`config.mk`:
```
export PLATFORM = sky130hd
export DESIGN_NAME = data_sync_window_shift_control
export DESIGN_NICKNAME = d
export VERILOG_FILES = /design/src/verilog/dsync_pkg.sv /design/src/verilog/data_sync_window_shift_control.sv /design/src/verilog/ratio_divider.sv /design/src/verilog/tap_delay_line.sv
export SDC_FILE = /design/constraint.sdc
export NUM_CORES = 1
export LEC_CHECK = 0
export ABC_AREA = 1
export BUFFER_PORTS_ARGS = -buffer_cell sky130_fd_sc_hd__clkbuf_2
export CORE_MARGIN = 2
export CORE_UTILIZATION = 58
export CTS_CLUSTER_DIAMETER = 150
export CTS_CLUSTER_SIZE = 28
export DETAILED_ROUTE_END_ITERATION = 10
export GPL_ROUTABILITY_DRIVEN = 0
export PLACE_DENSITY = 0.85
export SYNTH_ARGS = -nofsm -noshare
export SYNTH_HDL_FRONTEND = slang
export SYNTH_SLANG_ARGS = --single-unit
```
`constraint.sdc`:
```
create_clock -name clk -period 4.4 [get_ports clk]
set_clock_uncertainty 0.15 [all_clocks]
set_input_delay 0.66 -clock clk [delete_from_list [all_inputs] [get_ports clk]]
set_output_delay 0.66 -clock clk [all_outputs]
set_load 0.005 [all_outputs]
```
`src/verilog/dsync_pkg.sv`:
```
package dsync_pkg;
  // Register byte offsets
  localparam logic [7:0] CONFIG_OFS   = 8'h00;
  localparam logic [7:0] TEST_OFS     = 8'h04;
  localparam logic [7:0] REF_DIV_OFS  = 8'h08;
  localparam logic [7:0] OSC_DIV_OFS  = 8'h0C;
  localparam logic [7:0] AMP_OFS      = 8'h10;
  localparam logic [7:0] STATUS_OFS   = 8'h14;
  // Configuration field positions
  localparam int BAND_LO_BIT  = 0;
  localparam int BAND_HI_BIT  = 1;
  localparam int WINDOW_MONITOR_ENABLE_BIT     = 2;
  localparam int PWS_EN_BIT   = 3;
  localparam int PWS_DIR_BIT  = 4;
  localparam int PWS_SIZE_BIT = 5;
  localparam int WSS_EN_BIT   = 6;
  localparam int CFG_W        = 7;
  // Field widths and reset values
  localparam int REF_DIV_W = 4;
  localparam int OSC_DIV_W = 5;
  localparam int AMP_W     = 4;
  localparam logic [6:0] CFG_RST     = 7'h00;
  localparam logic [3:0] REF_DIV_RST = 4'h0;
  localparam logic [4:0] OSC_DIV_RST = 5'h00;
  localparam logic [3:0] AMP_RST     = 4'h0;
  // Recovered clock divides the 3x oscillator by three (value N-1)
  localparam logic [1:0] DIV3_RATIO = 2'h2;
  // Percent shift taps: sixteen taps span one code window
  localparam logic [3:0] PWS_CENTER_TAP = 4'h8;
  localparam logic [3:0] PWS_STEP_TAP   = 4'h1;
  // Coincident divided edges before the synthesizer reports lock
  localparam logic [3:0] LOCK_HITS = 4'h8;
  // AXI responses
  localparam logic [1:0] RESP_OKAY   = 2'h0;
  localparam logic [1:0] RESP_SLVERR = 2'h2;
endpackage

```
`src/verilog/data_sync_window_shift_control.sv`:
```
// Contract
// Oscillator runs at 3x data rate, divided by three into recovered clock.
// Two-bit band field picks loop gain and filter setting.
// Acquisition halves detector gain and shorts filter resistor; tracking restores.
// Monitor outputs driven only with monitor enable set, else held low.
// Mux test puts frequency-up on data pin, frequency-down on window pin.
// Percent shift code: early/late by 6.25% or 12.5% of window.
// Percent shift and synthesized shift may act together.
// Synthesized window shift applies only while synth enable is set.
// Reference and oscillator dividers feed a phase-frequency lock detector.
// Software clears synth enable before loading dividers, then re-enables.
// Shift amplifier chains one to sixteen delay stages by select value.
// Software keeps per-stage delay 2ns to 6ns, total 2ns to 96ns.
// Software sets both divided frequencies equal, within 3 to 15 MHz.
// Divide by N is programmed as N minus one.
// Reference divider is four bits, oscillator divider five bits.
//
// The AXI4-Lite slave port and the register offsets were left to the implementer.
`timescale 1ns/100ps
module data_sync_window_shift_control
  import dsync_pkg::*;
#(
  parameter int ADDR_W = 8
) (
  // Clock and reset
  input  wire logic              clk,
  input  wire logic              reset_n,
  // AXI4-Lite write
  input  wire logic [ADDR_W-1:0] s_axi_awaddr,
  input  wire logic              s_axi_awvalid,
  output logic                   s_axi_awready,
  input  wire logic [31:0]       s_axi_wdata,
  input  wire logic [3:0]        s_axi_wstrb,
  input  wire logic              s_axi_wvalid,
  output logic                   s_axi_wready,
  output logic [1:0]             s_axi_bresp,
  output logic                   s_axi_bvalid,
  input  wire logic              s_axi_bready,
  // AXI4-Lite read
  input  wire logic [ADDR_W-1:0] s_axi_araddr,
  input  wire logic              s_axi_arvalid,
  output logic                   s_axi_arready,
  output logic [31:0]            s_axi_rdata,
  output logic [1:0]             s_axi_rresp,
  output logic                   s_axi_rvalid,
  input  wire logic              s_axi_rready,
  // Analog side pins
  input  wire logic              raw_read_data,
  input  wire logic              osc_3x_pulse,
  input  wire logic              code_ref_pulse,
  input  wire logic              synth_osc_pulse,
  input  wire logic              freq_up_err,
  input  wire logic              freq_down_err,
  // Sequencer phase, same clock
  input  wire logic              acquiring,
  // Loop and synthesizer controls
  output logic [1:0]             loop_gain_band,
  output logic                   pd_gain_half,
  output logic                   filter_res_bypass,
  output logic                   synth_pump_up,
  output logic                   synth_pump_down,
  // Data path outputs
  output logic                   recovered_clock,
  output logic                   delayed_read_data,
  output logic                   detect_window_clock
);
  // Two-flop synchronisers plus an edge stage for the pins
  logic [5:0] sync1_reg, sync2_reg, sync3_reg;
  logic [5:0] pins;
  always_ff @(posedge clk) begin
    if (!reset_n) begin
      sync1_reg <= '0;
      sync2_reg <= '0;
      sync3_reg <= '0;
    end else begin
      sync1_reg <= pins;
      sync2_reg <= sync1_reg;
      sync3_reg <= sync2_reg;
    end
  end
  assign pins = {freq_down_err, freq_up_err, synth_osc_pulse,
                 code_ref_pulse, osc_3x_pulse, raw_read_data};
  logic osc_tick, ref_tick, wso_tick;
  assign osc_tick = sync2_reg[1] & ~sync3_reg[1];
  assign ref_tick = sync2_reg[2] & ~sync3_reg[2];
  assign wso_tick = sync2_reg[3] & ~sync3_reg[3];

  // Register file and AXI slave state
  logic [CFG_W-1:0]     cfg_reg, cfg_next;
  logic                 test_reg, test_next;
  logic [REF_DIV_W-1:0] ref_div_reg, ref_div_next;
  logic [OSC_DIV_W-1:0] osc_div_reg, osc_div_next;
  logic [AMP_W-1:0]     amp_reg, amp_next;
  logic                 aw_full_reg, aw_full_next;
  logic                 w_full_reg, w_full_next;
  logic [ADDR_W-1:0]    waddr_reg, waddr_next;
  logic [7:0]           wbyte_reg, wbyte_next;
  logic                 wstb_reg, wstb_next;
  logic                 bvalid_reg, bvalid_next;
  logic [1:0]           bresp_reg, bresp_next;
  logic                 rvalid_reg, rvalid_next;
  logic [1:0]           rresp_reg, rresp_next;
  logic [31:0]          rdata_reg, rdata_next;
  logic                 locked_reg;
  logic                 up_reg, down_reg;
  logic                 do_write, hit;

  assign s_axi_awready = !aw_full_reg;
  assign s_axi_wready  = !w_full_reg;
  assign s_axi_arready = !rvalid_reg;
  assign do_write = aw_full_reg && w_full_reg && !bvalid_reg;

  // Address and data are caught separately, written once both are held
  always_comb begin
    cfg_next     = cfg_reg;
    test_next    = test_reg;
    ref_div_next = ref_div_reg;
    osc_div_next = osc_div_reg;
    amp_next     = amp_reg;
    aw_full_next = aw_full_reg;
    w_full_next  = w_full_reg;
    waddr_next   = waddr_reg;
    wbyte_next   = wbyte_reg;
    wstb_next    = wstb_reg;
    bvalid_next  = bvalid_reg;
    bresp_next   = bresp_reg;
    rvalid_next  = rvalid_reg;
    rresp_next   = rresp_reg;
    rdata_next   = rdata_reg;
    hit          = 1'b1;
    if (s_axi_awvalid && !aw_full_reg) begin
      aw_full_next = 1'b1;
      waddr_next   = s_axi_awaddr;
    end
    if (s_axi_wvalid && !w_full_reg) begin
      w_full_next = 1'b1;
      wbyte_next  = s_axi_wdata[7:0];
      wstb_next   = s_axi_wstrb[0];
    end
    if (bvalid_reg && s_axi_bready) begin
      bvalid_next = 1'b0;
    end
    // Divider loads are not blocked while enabled; software sequences it
    if (do_write) begin
      aw_full_next = 1'b0;
      w_full_next  = 1'b0;
      bvalid_next  = 1'b1;
      if (waddr_reg == CONFIG_OFS) begin
        if (wstb_reg) cfg_next = wbyte_reg[CFG_W-1:0];
      end else if (waddr_reg == TEST_OFS) begin
        if (wstb_reg) test_next = wbyte_reg[0];
      end else if (waddr_reg == REF_DIV_OFS) begin
        if (wstb_reg) ref_div_next = wbyte_reg[REF_DIV_W-1:0];
      end else if (waddr_reg == OSC_DIV_OFS) begin
        if (wstb_reg) osc_div_next = wbyte_reg[OSC_DIV_W-1:0];
      end else if (waddr_reg == AMP_OFS) begin
        if (wstb_reg) amp_next = wbyte_reg[AMP_W-1:0];
      end else if (waddr_reg != STATUS_OFS) begin
        hit = 1'b0;
      end
      bresp_next = hit ? RESP_OKAY : RESP_SLVERR;
    end
    if (rvalid_reg && s_axi_rready) begin
      rvalid_next = 1'b0;
    end
    // Read answer one cycle after the address is taken
    if (s_axi_arvalid && !rvalid_reg) begin
      rvalid_next = 1'b1;
      rresp_next  = RESP_OKAY;
      rdata_next  = 32'h0000_0000;
      if (s_axi_araddr == CONFIG_OFS) begin
        rdata_next[CFG_W-1:0] = cfg_reg;
      end else if (s_axi_araddr == TEST_OFS) begin
        rdata_next[0] = test_reg;
      end else if (s_axi_araddr == REF_DIV_OFS) begin
        rdata_next[REF_DIV_W-1:0] = ref_div_reg;
      end else if (s_axi_araddr == OSC_DIV_OFS) begin
        rdata_next[OSC_DIV_W-1:0] = osc_div_reg;
      end else if (s_axi_araddr == AMP_OFS) begin
        rdata_next[AMP_W-1:0] = amp_reg;
      end else if (s_axi_araddr == STATUS_OFS) begin
        rdata_next[3:0] = {acquiring, down_reg, up_reg, locked_reg};
      end else begin
        rresp_next = RESP_SLVERR;
      end
    end
  end

  always_ff @(posedge clk) begin
    if (!reset_n) begin
      cfg_reg     <= CFG_RST;
      test_reg    <= 1'b0;
      ref_div_reg <= REF_DIV_RST;
      osc_div_reg <= OSC_DIV_RST;
      amp_reg     <= AMP_RST;
      aw_full_reg <= 1'b0;
      w_full_reg  <= 1'b0;
      waddr_reg   <= '0;
      wbyte_reg   <= 8'h00;
      wstb_reg    <= 1'b0;
      bvalid_reg  <= 1'b0;
      bresp_reg   <= RESP_OKAY;
      rvalid_reg  <= 1'b0;
      rresp_reg   <= RESP_OKAY;
      rdata_reg   <= 32'h0000_0000;
    end else begin
      cfg_reg     <= cfg_next;
      test_reg    <= test_next;
      ref_div_reg <= ref_div_next;
      osc_div_reg <= osc_div_next;
      amp_reg     <= amp_next;
      aw_full_reg <= aw_full_next;
      w_full_reg  <= w_full_next;
      waddr_reg   <= waddr_next;
      wbyte_reg   <= wbyte_next;
      wstb_reg    <= wstb_next;
      bvalid_reg  <= bvalid_next;
      bresp_reg   <= bresp_next;
      rvalid_reg  <= rvalid_next;
      rresp_reg   <= rresp_next;
      rdata_reg   <= rdata_next;
    end
  end
  assign s_axi_bvalid = bvalid_reg;
  assign s_axi_bresp  = bresp_reg;
  assign s_axi_rvalid = rvalid_reg;
  assign s_axi_rresp  = rresp_reg;
  assign s_axi_rdata  = rdata_reg;

  logic wss_en;
  assign wss_en = cfg_reg[WSS_EN_BIT];

  // Recovered clock: 3x oscillator divided by three
  logic rec_pulse;
  ratio_divider #(.W(2)) u_div3 (
    .clk     (clk),
    .reset_n (reset_n),
    .enable  (1'b1),
    .tick    (osc_tick),
    .ratio   (DIV3_RATIO),
    .pulse   (rec_pulse)
  );
  assign recovered_clock = rec_pulse;

  // Synthesizer dividers divide by value plus one
  logic ref_p, osc_p;
  ratio_divider #(.W(REF_DIV_W)) u_ref_div (
    .clk     (clk),
    .reset_n (reset_n),
    .enable  (wss_en),
    .tick    (ref_tick),
    .ratio   (ref_div_reg),
    .pulse   (ref_p)
  );
  ratio_divider #(.W(OSC_DIV_W)) u_osc_div (
    .clk     (clk),
    .reset_n (reset_n),
    .enable  (wss_en),
    .tick    (wso_tick),
    .ratio   (osc_div_reg),
    .pulse   (osc_p)
  );

  // Phase-frequency detector and lock counter on the divided edges
  logic       up_next, down_next, locked_next;
  logic [3:0] hits_reg, hits_next;
  always_comb begin
    up_next     = up_reg | ref_p;
    down_next   = down_reg | osc_p;
    hits_next   = hits_reg;
    if (up_next && down_next) begin
      up_next   = 1'b0;
      down_next = 1'b0;
    end
    if (ref_p && osc_p) begin
      if (hits_reg != LOCK_HITS) hits_next = hits_reg + 4'h1;
    end else if (ref_p || osc_p) begin
      hits_next = 4'h0;
    end
    if (!wss_en) begin
      up_next   = 1'b0;
      down_next = 1'b0;
      hits_next = 4'h0;
    end
    locked_next = (hits_next == LOCK_HITS);
  end

  always_ff @(posedge clk) begin
    if (!reset_n) begin
      up_reg     <= 1'b0;
      down_reg   <= 1'b0;
      hits_reg   <= 4'h0;
      locked_reg <= 1'b0;
    end else begin
      up_reg     <= up_next;
      down_reg   <= down_next;
      hits_reg   <= hits_next;
      locked_reg <= locked_next;
    end
  end
  assign synth_pump_up   = up_reg;
  assign synth_pump_down = down_reg;

  // Percent shift tap around the window center
  logic [3:0] pws_tap, wss_tap;
  always_comb begin
    pws_tap = PWS_CENTER_TAP;
    if (cfg_reg[PWS_EN_BIT]) begin
      if (cfg_reg[PWS_DIR_BIT]) begin
        pws_tap = PWS_CENTER_TAP + (PWS_STEP_TAP << cfg_reg[PWS_SIZE_BIT]);
      end else begin
        pws_tap = PWS_CENTER_TAP - (PWS_STEP_TAP << cfg_reg[PWS_SIZE_BIT]);
      end
    end
    // Stage count is select plus one; disabled means a single stage
    wss_tap = wss_en ? amp_reg : 4'h0;
  end

  // Independent lines so both shifts act at once
  logic shifted_data, shifted_win;
  tap_delay_line #(.DEPTH(16), .SEL_W(4)) u_pws_line (
    .clk     (clk),
    .reset_n (reset_n),
    .d       (sync2_reg[0]),
    .sel     (pws_tap),
    .q       (shifted_data)
  );
  tap_delay_line #(.DEPTH(16), .SEL_W(4)) u_wss_line (
    .clk     (clk),
    .reset_n (reset_n),
    .d       (rec_pulse),
    .sel     (wss_tap),
    .q       (shifted_win)
  );

  // Band, gain and monitor outputs, all registered
  logic [1:0] band_reg, band_next;
  logic       half_reg, half_next, byp_reg, byp_next;
  logic       mon_d_reg, mon_d_next, mon_w_reg, mon_w_next;
  always_comb begin
    band_next  = {cfg_reg[BAND_HI_BIT], cfg_reg[BAND_LO_BIT]};
    half_next  = acquiring;
    byp_next   = acquiring;
    mon_d_next = 1'b0;
    mon_w_next = 1'b0;
    if (cfg_reg[WINDOW_MONITOR_ENABLE_BIT]) begin
      if (test_reg) begin
        mon_d_next = sync2_reg[4];
        mon_w_next = sync2_reg[5];
      end else begin
        mon_d_next = shifted_data;
        mon_w_next = shifted_win;
      end
    end
  end

  always_ff @(posedge clk) begin
    if (!reset_n) begin
      band_reg  <= 2'h0;
      half_reg  <= 1'b0;
      byp_reg   <= 1'b0;
      mon_d_reg <= 1'b0;
      mon_w_reg <= 1'b0;
    end else begin
      band_reg  <= band_next;
      half_reg  <= half_next;
      byp_reg   <= byp_next;
      mon_d_reg <= mon_d_next;
      mon_w_reg <= mon_w_next;
    end
  end
  assign loop_gain_band      = band_reg;
  assign pd_gain_half        = half_reg;
  assign filter_res_bypass   = byp_reg;
  assign delayed_read_data   = mon_d_reg;
  assign detect_window_clock = mon_w_reg;
endmodule

```
`src/verilog/ratio_divider.sv`:
```
`timescale 1ns/100ps
module ratio_divider
  import dsync_pkg::*;
#(
  parameter int W = 4
) (
  // Clock and reset
  input  wire logic         clk,
  input  wire logic         reset_n,
  // Count control
  input  wire logic         enable,
  input  wire logic         tick,
  input  wire logic [W-1:0] ratio,
  // One pulse per ratio+1 ticks
  output logic              pulse
);
  logic [W-1:0] count_reg, count_next;
  logic         pulse_reg, pulse_next;

  // Count ticks; a disabled divider rests at zero
  always_comb begin
    count_next = count_reg;
    pulse_next = 1'b0;
    if (!enable) begin
      count_next = '0;
    end else if (tick) begin
      if (count_reg >= ratio) begin
        count_next = '0;
        pulse_next = 1'b1;
      end else begin
        count_next = count_reg + 1'b1;
      end
    end
  end

  always_ff @(posedge clk) begin
    if (!reset_n) begin
      count_reg <= '0;
      pulse_reg <= 1'b0;
    end else begin
      count_reg <= count_next;
      pulse_reg <= pulse_next;
    end
  end

  assign pulse = pulse_reg;
endmodule

```
`src/verilog/tap_delay_line.sv`:
```
`timescale 1ns/100ps
module tap_delay_line #(
  parameter int DEPTH = 16,
  parameter int SEL_W = 4
) (
  // Clock and reset
  input  wire logic             clk,
  input  wire logic             reset_n,
  // Line input and tap choice
  input  wire logic             d,
  input  wire logic [SEL_W-1:0] sel,
  // Registered tap output
  output logic                  q
);
  logic [DEPTH-1:0] line_reg, line_next;
  logic             q_reg, q_next;

  // Shift one stage per clock; tap 0 is one stage deep
  always_comb begin
    line_next = {line_reg[DEPTH-2:0], d};
    q_next    = line_reg[sel];
  end

  always_ff @(posedge clk) begin
    if (!reset_n) begin
      line_reg <= '0;
      q_reg    <= 1'b0;
    end else begin
      line_reg <= line_next;
      q_reg    <= q_next;
    end
  end

  assign q = q_reg;
endmodule
```
==> results.py, run 1 <==
metrics = {
    "die": {
        "num_rows": 34,
        "die_x_um": 98.4,
        "fp.dieArea_um2": 9690,
        "design.core.area_um2": 8680,
        "pin_count": 116,
        "start_util": 0.596,
        "die_y_um": 98.4,
    },
    "routing": {
        "top_layer_used": "met4",
        "first_pass_iters": 5,
        "route.vias.total": 4275,
        "routedWlPerCell_um": 12.8,
        "drt-initial-drc-count": 282,
        "vias_per_cell": 5.01,
        "wl_met3_um": 637,
        "wl_met2_mm": 5.49,
        "wl_mm": 10.9,
        "drc": 0,
        "wirelength_met1_mm": 4.53,
        "drtAntennaViolNets": 0,
    },
    "sta": {
        "finalCriticalPeriod_ps": 1880,
        "max_clock_freq_mhz": 533,
        "finalCritPeriodShare": 0.427,
        "worst_slew_pin_slew_ps": 565,
        "rsz0062_at_grt": "false",
        "setup_slack_ps": 2520,
        "drv_slew": 0,
        "final_hold_viol_count": 0,
        "relSlewSlack": 0.623,
        "finalSetupTns_ps": 0,
        "setup_violations": 0,
    },
    "setup_path": {
        "r2r_cells": 8,
        "r2r-start": "osc_div_reg[4]$_SDFFE_PN0P_",
        "critPathKind": "reg2reg",
        "critPathArrivalTime_ps": 2130,
        "r2r-end": "u_osc_div.count_reg[0]$_SDFFE_PN0P_",
        "start_kind": "flip-flop",
        "cp.required_ps": 4650,
        "crit_path_max_fanout": 4,
        "reg2reg_slack_ps": 2520,
        "cp-end-kind": "flip-flop",
        "cp-startpoint": "osc_div_reg[4]$_SDFFE_PN0P_",
        "crit_path_end": "u_osc_div.count_reg[0]$_SDFFE_PN0P_",
    },
    "run": {
        "cap_violations": 0,
    },
    "cts": {
        "clock-sinks": 120,
        "numCtsBuffers": 17,
        "cts_resized": 0,
        "clk_latency_ps": 520,
        "cts_root_buf": "clkbuf_8",
        "holdBufCountCts": 0,
        "cts-htree-levels": 4,
        "ctsLongestPathBuffers": 2,
        "clk_pin_slew_ps": 60,
        "cts_tree": "yes",
        "cts_setup_buffers": 0,
    },
    "power": {
        "combPwrFrac": 0.055,
        "power.switching_uw": 574,
        "swShare": 0.216,
        "p_per_area_nw_per_um2": 440,
        "clockPowerShare": 0.517,
        "p_leak_uw": 0.00307,
        "ir_worst_vdd_mv": 0.364,
        "intPower_uw": 2080,
        "seq_power_share": 0.428,
    },
    "synthesis": {
        "synth_edf_count": 0,
        "ys_top_cells_by_area": "dfxtp_1, nand2_1, inv_1",
        "yosys_warnings": 0,
        "synth.distinct_cells": 40,
        "synth_top_area_share": 0.465,
        "synthTopCellsByCount": "dfxtp_1, nand2_1, inv_1",
        "yosysMostFrequentCell": "dfxtp_1",
        "ys_ff_latch": 120,
        "ys.flop_type": "dfxtp_1",
        "syn_area_um2": 5170,
        "synthCells": 670,
        "yosysTopAreaCell": "dfxtp_1",
        "ys_async_sr_fraction": 0,
        "syn_area_per_cell_um2": 7.72,
        "yosysSeqAreaShare": 0.465,
    },
    "finish": {
        "largest_register_ffs": 16,
        "final_net_count": 812,
        "drive_gt1_frac": 0.158,
        "instances_no_fill": 853,
        "areaGrowthSynthToFinish_pct": 16.6,
        "num_antenna_cells": 0,
    },
    "outcome": {
        "status": "completed",
    },
    "grt": {
        "grt_pass1_wl_mm": 18.2,
        "grt.overflow.total": 0,
        "grt_usage": 0.235,
        "grt_max_degree": 62,
        "grt_pass1_vias": 4188,
        "antenna_found_initial": 0,
    },
    "placement": {
        "port_buffers": 60,
        "post-place-ws_ps": 2080,
        "dp_cells": 822,
        "hpwl_mm": 7.71,
    },
    "min_path": {
        "hp-class": "in2reg",
    },
}
## worst min path at each step
stage,startpoint,cells past startpoint,slack [ps],to
6_report,freq_up_err,3,170,sync1_reg[4]$_SDFF_PN0_
5_1_grt,freq_up_err,3,160,sync1_reg[4]$_SDFF_PN0_
4_1_cts,freq_up_err,3,160,sync1_reg[4]$_SDFF_PN0_
3_5_place_dp,u_pws_line.line_reg[5]$_SDFF_PN0_,2,250,u_pws_line.line_reg[6]$_SDFF_PN0_
3_3_place_gp,u_pws_line.line_reg[3]$_SDFF_PN0_,2,240,u_pws_line.line_reg[4]$_SDFF_PN0_
2_1_floorplan,sync1_reg[0]$_SDFF_PN0_,2,240,sync2_reg[0]$_SDFF_PN0_
## per-stage QoR
stage	utilization	power, uW	cell area, um2	hold WS (ps)
5_1_grt	0.695	2740	6030	164
4_1_cts	0.695	2670	6030	158
3_5_place_dp	0.626	1300	5430	247
6_report	0.695	2660	6030	170
3_3_place_gp	0.626	1300	5430	243
2_1_floorplan	-	1270	5270	240
## routing by layer
metal  vias up  global-route usage
li1       2181                   -
met1      1958               0.276
met2       113               0.406
met3        23              0.0667
met4         0              0.0917
met5         -                   0
## critical path, stage by stage, from the launching register on
cell,delay (ps)
dfxtp_1,340
inv_1,70
ha_1,320
nand2_1,80
or3_1,360
nand3_1,140
nand2_1,80
nand2_1,160
nor2_1,60
## power groups by stage
stage | Combinational (uW) | Clock [uW] | Sequential, uW
2_1_floorplan | 117 | 0 | 1150
3_3_place_gp | 139 | 0 | 1160
3_5_place_dp | 144 | 0 | 1160
4_1_cts | 145 | 1390 | 1140
5_1_grt | 163 | 1440 | 1140
6_report | 145 | 1370 | 1140
## cell families after synthesis
logic type               after synthesis  share of synthesized area
XOR/XNOR                               8                     0.0136
flip-flops                           120                      0.465
AO/OA/AOI/OAI                        116                      0.124
multiplexers                           1                    0.00218
AND/OR/NAND/NOR                      247                      0.221
buffers and inverters                164                      0.142
other                                  1                   0.000725
adder cells (fa/ha/maj)               13                     0.0315
## layout by cell type (no fill, tap or decap), drive strengths merged, types with 4 or more instances in the layout
cell type,Yosys,layout
xor2,8,8
conb,1,27
nor2,85,85
nand2,119,119
clkinv,2,7
dfxtp,120,120
nor3,5,5
ha,13,13
clkbuf,5,83
o2111ai,4,4
o211ai,8,8
inv,119,119
nand4,13,13
nand3,20,20
a21oi,44,44
o21ai,54,54
## final cells by class
cell class	instances	area, um2
well taps	108	135
clock inverters	8	119
flip-flops and latches	120	2400
clock buffers	23	477
repair buffers	61	308
inverters	121	458
multi-input cells	412	2130
fillers	693	2650
(Power assumes the default switching activity.)
==> run 2, diff against run 1 <==
Settings changed: CORE_UTILIZATION 58 to 49, PLACE_DENSITY 0.85 to 0.76.
Clock period 4.4 ns to 1.5 ns, I/O delays scaled along.
==> run 2 against run 1 <==
Effect of this change: flip-flop and latch count unchanged; clock power increased to 3.1 times the previous value; fmax increased by 12%; die area increased by 18%; the flow now finishes with violations (negative setup slack); register-to-register slack got worse by 2700 ps; highest routed layer unchanged; cell count increased by 13%; power increased to 3.1 times the previous value; critical path type unchanged; design area increased by 19%; critical endpoint is now u_osc_div.count_reg[3]$_SDFFE_PN0P_.
==> results.py, run 2 (synthesized netlist as in run 1, its figures left out) <==
metrics = {
    "outcome": {
        "status": "finished with violations",
        "violations": "negative setup slack",
    },
    "cts": {
        "cts_root_buf": "clkbuf_8",
        "numCtsBuffers": 17,
        "clock-sinks": 120,
        "clk_latency_ps": 530,
        "ctsLongestPathBuffers": 2,
        "clk_pin_slew_ps": 60,
        "cts-htree-levels": 4,
        "cts_tree": "yes",
    },
    "setup_path": {
        "cp.required_ps": 1760,
        "reg2reg_slack_ps": -170,
        "start_kind": "flip-flop",
        "path_cells": "inv_2, ha_4, nand2_2, or3_4, nand3_4, nand2_4, nand2_4, nor2_1",
        "critPathKind": "reg2reg",
        "crit_path_max_fanout": 4,
        "worst_path_most_repeated_cell": "nand2_4",
        "critPathArrivalTime_ps": 1940,
        "cp_slowest_cell": "or3_4",
        "cp_slowest_stage_delay_ps": 350,
        "cp-end-kind": "flip-flop",
        "r2r-end": "u_osc_div.count_reg[3]$_SDFFE_PN0P_",
        "r2r-start": "osc_div_reg[4]$_SDFFE_PN0P_",
        "r2r_cells": 8,
    },
    "die": {
        "design.core.area_um2": 10300,
        "pin_count": 116,
        "num_rows": 37,
        "start_util": 0.503,
        "die_x_um": 107,
        "die_y_um": 107,
        "fp.dieArea_um2": 11400,
    },
    "grt": {
        "grt_usage": 0.237,
        "grt.overflow.total": 0,
        "grt_pass1_vias": 4775,
        "grt_max_degree": 87,
        "antenna_found_initial": 0,
        "grt_pass1_wl_mm": 21.3,
    },
    "routing": {
        "routedWlPerCell_um": 15.2,
        "wl_mm": 14.7,
        "drc": 0,
        "first_pass_iters": 7,
        "drt-initial-drc-count": 468,
        "drtAntennaViolNets": 0,
        "vias_per_cell": 5.17,
        "route.vias.total": 4975,
    },
    "power": {
        "p_per_area_nw_per_um2": 1150,
        "power_uw": 8240,
        "ir_worst_vdd_mv": 0.916,
        "p_leak_uw": 0.00350,
    },
    "finish": {
        "num_antenna_cells": 0,
        "drive_gt1_frac": 0.306,
        "areaGrowthSynthToFinish_pct": 38.5,
        "largest_register_ffs": 16,
        "final_cell_mix": "dfxtp_1, inv_1, nand2_1",
        "fillers": 715,
        "final_net_count": 892,
        "layout.cells.most_common": "dfxtp_1",
    },
    "sta": {
        "whs_ps": 17.6,
        "setup_slack_ps": -172,
        "setup_violations": 32,
        "drv_slew": 0,
        "finalCriticalPeriod_ps": 1670,
        "rsz0062_at_grt": "true",
        "final_hold_viol_count": 0,
        "finalCritPeriodShare": 1.11,
        "max_clock_freq_mhz": 598,
    },
    "placement": {
        "port_buffers": 60,
        "hpwl_mm": 8.34,
        "post-place-ws_ps": -146,
    },
    "min_path": {
        "hold_depth": 5,
        "holdPathEnd": "s_axi_rdata[0]$_SDFFE_PN0P_",
        "hp-class": "in2reg",
        "worstHoldStart": "s_axi_arvalid",
    },
    "run": {
        "cap_violations": 0,
    },
}
[run 2: cell count changes in the layout (fill, tap and decap cells not counted), sizes merged]
cell / previous run / this run
buf: 1 / 51
dlygate4sd3: 0 / 29
clkinv: 7 / 4
bufinv: 3 / 4
clkbuf: 83 / 84
clkinvlp: 0 / 1
inv: 119 / 120
nand2: 119 / 120
[run 2: worst max-delay path by stage]
stage	to	start	cells after the start	slack [ps]
after detailed placement	s_axi_rdata[1]$_SDFFE_PN0P_	s_axi_araddr[0]	8	-150
after global placement	u_osc_div.count_reg[2]$_SDFFE_PN0P_	osc_div_reg[3]$_SDFFE_PN0P_	8	-90
after global routing	ref_div_reg[0]$_SDFFE_PN0P_	waddr_reg[0]$_SDFFE_PN0P_	5	-230
after floorplan	u_osc_div.count_reg[2]$_SDFFE_PN0P_	osc_div_reg[2]$_SDFFE_PN0P_	8	-50
after CTS	u_osc_div.count_reg[1]$_SDFFE_PN0P_	osc_div_reg[4]$_SDFFE_PN0P_	7	-120
final	u_osc_div.count_reg[3]$_SDFFE_PN0P_	osc_div_reg[4]$_SDFFE_PN0P_	8	-170
[run 2: critical path, delay by kind of cell (launching register included)]
| family | cells | cell delay [ps] |
|---|---|---|
| simple gates | 6 | 750 |
| flops | 1 | 340 |
| fa+ha+maj | 1 | 270 |
| buf+inv | 1 | 60 |
[run 2: power by group]
| part | switching [uW] | internal, uW |
|---|---|---|
| clock network | 1420 | 2820 |
| logic | 376 | 276 |
| registers | 67.1 | 3270 |
| total | 1870 | 6370 |
[run 2: metal layers]
layer  up-vias  global-route usage  wire (um)
met3        69              0.0480       1060
met2       251               0.434       7360
met1      2313               0.266       5560
met4         0              0.0965        697
li1       2342                   -          -
met5         -                   0          0
[run 2: cell type report]
| cell class | instances | area [um2] | share of cell area |
|---|---|---|---|
| multi-input combinational | 413 | 2480 | 0.346 |
| sequential | 120 | 2420 | 0.338 |
| timing repair buffer | 140 | 1020 | 0.142 |
| clock buffer | 24 | 470 | 0.0657 |
| inverter | 121 | 462 | 0.0644 |
| tap | 136 | 170 | 0.0238 |
| clock inverter | 8 | 143 | 0.0199 |
[run 2: through the flow]
| step | cell area [um2] | TNS (ps) | utilization | std cells |
|---|---|---|---|---|
| finish | 7160 | -3220 | 0.697 | 962 |
| detailed placement | 5830 | -1890 | 0.567 | 890 |
| global placement | 5830 | -879 | 0.567 | 890 |
| CTS | 6860 | -1220 | 0.667 | 952 |
| floorplan | 5320 | -200 | - | 696 |
| global route | 7160 | -4790 | 0.697 | 962 |
[run 2: timing repair]
action                                  CTS  global route
endpoints found under the setup margin   22            38
resized for setup                        29            65
gates cloned                              0             1
hold buffers                             29             0
endpoints found under the hold margin    28             0
setup buffers                             1             9
pin swaps                                 9            26
==> run 3, diff against run 2 <==
Settings changed: ABC_AREA 1 to default, CORE_UTILIZATION 49 to 48, PLACE_DENSITY 0.76 to 0.75.
==> run 3 against run 2 <==
Effect of this change: the flow still finishes with violations (negative setup slack); critical path type unchanged; via count decreased by 20%; critical path depth decreased by 3; largest cell class unchanged; combinational power decreased by 22%; sequential power about the same.
==> results.py, run 3 <==
metrics = {
    "synthesis": {
        "synth_top_area_share": 0.473,
        "synthTopCellsByCount": "dfxtp_1, mux2i_1, and2_1",
        "synth-adder-area-share": 0.0320,
        "ys_async_sr_fraction": 0,
        "synth.distinct_cells": 52,
        "syn_area_per_cell_um2": 10.2,
        "synth_edf_count": 0,
        "yosys_warnings": 0,
        "ys.flop_type": "dfxtp_1",
        "yosysSeqAreaShare": 0.473,
        "yosysTopAreaCell": "dfxtp_1",
        "synth_top_family_by_area": "simple AND/OR/NAND/NOR gates",
        "synth-xor-area-share": 0.0138,
        "synthCells": 499,
        "yosysMostFrequentCell": "dfxtp_1",
        "ys_top_cells_by_area": "dfxtp_1, mux2i_1, and2_1",
        "synthSimpleGateAreaFrac": 0.221,
        "syn_area_um2": 5080,
        "synth_compound_area_frac": 0.0675,
        "synth_mux_area_frac": 0.118,
        "ys_ff_latch": 120,
    },
    "setup_path": {
        "critPathKind": "reg2reg",
        "reg2reg_slack_ps": -470,
        "r2r-end": "amp_reg[0]$_SDFFE_PN0P_",
        "cp.required_ps": 1740,
        "r2r_cells": 5,
        "cp_slowest_cell": "or4bb_4",
        "crit_path_max_fanout": 4,
        "start_kind": "flip-flop",
        "cp_slowest_stage_delay_ps": 540,
        "r2r-start": "wstb_reg$_SDFFE_PN0P_",
        "critPathArrivalTime_ps": 2210,
        "cp-end-kind": "flip-flop",
        "path_cells": "or4bb_4, nor4_4, buf_4, mux2i_2, nor2b_1",
    },
    "grt": {
        "grt_max_degree": 62,
        "grt_usage": 0.223,
        "grt_pass1_wl_mm": 19.6,
        "grt_pass1_vias": 4144,
        "antenna_found_initial": 0,
        "grt.overflow.total": 0,
    },
    "sta": {
        "drv_slew": 0,
        "relSlewSlack": 0.629,
        "max_clock_freq_mhz": 508,
        "setup_slack_ps": -467,
        "setup_violations": 27,
        "finalCritPeriodShare": 1.31,
        "finalCriticalPeriod_ps": 1970,
        "finalSetupTns_ps": -8370,
        "final_hold_viol_count": 0,
        "rsz0062_at_grt": "true",
        "worst_slew_pin_slew_ps": 556,
    },
    "routing": {
        "drc": 0,
        "drtAntennaViolNets": 0,
        "wl_mm": 12.3,
        "first_pass_iters": 4,
        "route.vias.total": 3995,
        "vias_per_cell": 5.05,
        "routedWlPerCell_um": 15.5,
        "drt-initial-drc-count": 158,
    },
    "placement": {
        "place_area_um2": 5870,
        "port_buffers": 60,
        "hpwl_mm": 7.66,
        "dp_cells": 728,
    },
    "die": {
        "die_x_um": 107,
        "pin_count": 116,
        "die_y_um": 107,
        "start_util": 0.492,
        "num_rows": 37,
        "fp.dieArea_um2": 11400,
        "design.core.area_um2": 10300,
    },
    "cts": {
        "cts_root_buf": "clkbuf_8",
        "clk_pin_slew_ps": 60,
        "cts_tree": "yes",
        "ctsLongestPathBuffers": 2,
        "numCtsBuffers": 17,
        "clk_latency_ps": 510,
        "cts-htree-levels": 4,
        "clock-sinks": 120,
    },
    "finish": {
        "areaGrowthSynthToFinish_pct": 38.7,
        "fillers": 733,
        "instances_no_fill": 791,
        "final_cell_mix": "dfxtp_1, clkbuf_2, buf_4",
        "largest_register_ffs": 16,
        "num_antenna_cells": 0,
        "multiInputGateArea_um2": 2640,
        "drive_gt1_frac": 0.351,
        "fin_area_um2": 7050,
        "ff_latch_area_um2": 2440,
        "layout.cells.most_common": "dfxtp_1",
        "final_net_count": 722,
    },
    "outcome": {
        "violations": "negative setup slack",
        "status": "finished with violations",
    },
    "power": {
        "p_leak_uw": 0.00287,
        "ir_worst_vdd_mv": 1.05,
        "power_uw": 7990,
        "p_per_area_nw_per_um2": 1130,
    },
    "run": {
        "cap_violations": 0,
    },
    "min_path": {
        "holdPathEnd": "s_axi_rresp[1]$_SDFFE_PN0P_",
        "worstHoldStart": "s_axi_araddr[4]",
        "hold_depth": 4,
        "hp-class": "in2reg",
    },
}
==> run 3: cell types whose count changed in the layout (fill, tap and decap cells not counted), sizes merged, moves of 32 or more <==
| cell | before | now |
|---|---|---|
| a21oi | 44 | 12 |
| and2 | 2 | 48 |
| inv | 120 | 17 |
| mux2i | 0 | 51 |
| nand2 | 120 | 18 |
| nor2 | 85 | 24 |
| nor2b | 0 | 46 |
| o21ai | 54 | 9 |
==> run 3: what timing repair did <==
action | in CTS | in global routing
hold buffers | 29 | 0
setup endpoints to repair | 37 | 42
endpoints found under the hold margin | 28 | 0
gates resized for setup | 26 | 50
pin swaps | 14 | 25
buffers inserted | 2 | 3
gates cloned | 0 | 0
==> run 3: where the power goes <==
group | switching, uW | leakage, uW | internal, uW
combinational | 241 | 0.00157 | 265
clock | 1390 | 0.000307 | 2780
sequential | 56.1 | 0.000986 | 3250
total | 1690 | 0.00287 | 6300
==> run 3: cells by family (layout without fill, tap and decap cells) <==
kind of cell,count (synthesis),after routing
AO/OA/AOI/OAI,51,51
XOR/XNOR,8,8
adder cells (fa/ha/maj),13,13
buffers and inverters,70,200
flip-flops,120,120
multiplexers,55,55
other,1,27
AND/OR/NAND/NOR,181,181
==> run 3: per-layer routing <==
metal	GRT usage	part of all wire	vias up
met2	0.391	0.52	133
met4	0.104	0.022	0
met1	0.247	0.40	1918
met5	0	0	-
met3	0.0663	0.055	19
li1	-	-	1925
==> run 3: final cells by class <==
| cell class | count | share of cell area |
|---|---|---|
| tap | 136 | 0.0241 |
| multi-input combinational | 335 | 0.375 |
| clock buffer | 24 | 0.0710 |
| clock inverter | 7 | 0.0162 |
| sequential | 120 | 0.347 |
| timing repair buffer | 152 | 0.158 |
| inverter | 17 | 0.00906 |
==> run 3: worst max-delay path by stage <==
stage | startpoint | endpoint | slack (ps) | depth (start not counted)
final | wstb_reg$_SDFFE_PN0P_ | amp_reg[0]$_SDFFE_PN0P_ | -470 | 5
after global routing | waddr_reg[1]$_SDFFE_PN0P_ | amp_reg[0]$_SDFFE_PN0P_ | -510 | 5
after CTS | waddr_reg[4]$_SDFFE_PN0P_ | cfg_reg[1]$_SDFFE_PN0P_ | -410 | 5
after detailed placement | waddr_reg[4]$_SDFFE_PN0P_ | cfg_reg[0]$_SDFFE_PN0P_ | -410 | 5
after global placement | waddr_reg[4]$_SDFFE_PN0P_ | cfg_reg[5]$_SDFFE_PN0P_ | -330 | 5
after floorplan | waddr_reg[4]$_SDFFE_PN0P_ | cfg_reg[0]$_SDFFE_PN0P_ | -430 | 4
==> run 3: worst max-delay path: cells and delay by family, from the launching register on <==
| kind | cells | cell delay, ps |
|---|---|---|
| buffers and inverters | 1 | 200 |
| multiplexers | 1 | 250 |
| AND/OR/NAND/NOR | 3 | 920 |
| flip-flops | 1 | 340 |
==> run 3: per-stage QoR <==
step | util | hold slack, ps | worst slack [ps]
detailed placement | 0.568 | 269 | -412
global route | 0.683 | 88.4 | -509
CTS | 0.670 | 33.3 | -412
floorplan | - | 191 | -426
global placement | 0.568 | 265 | -329
finish | 0.683 | 66.5 | -467
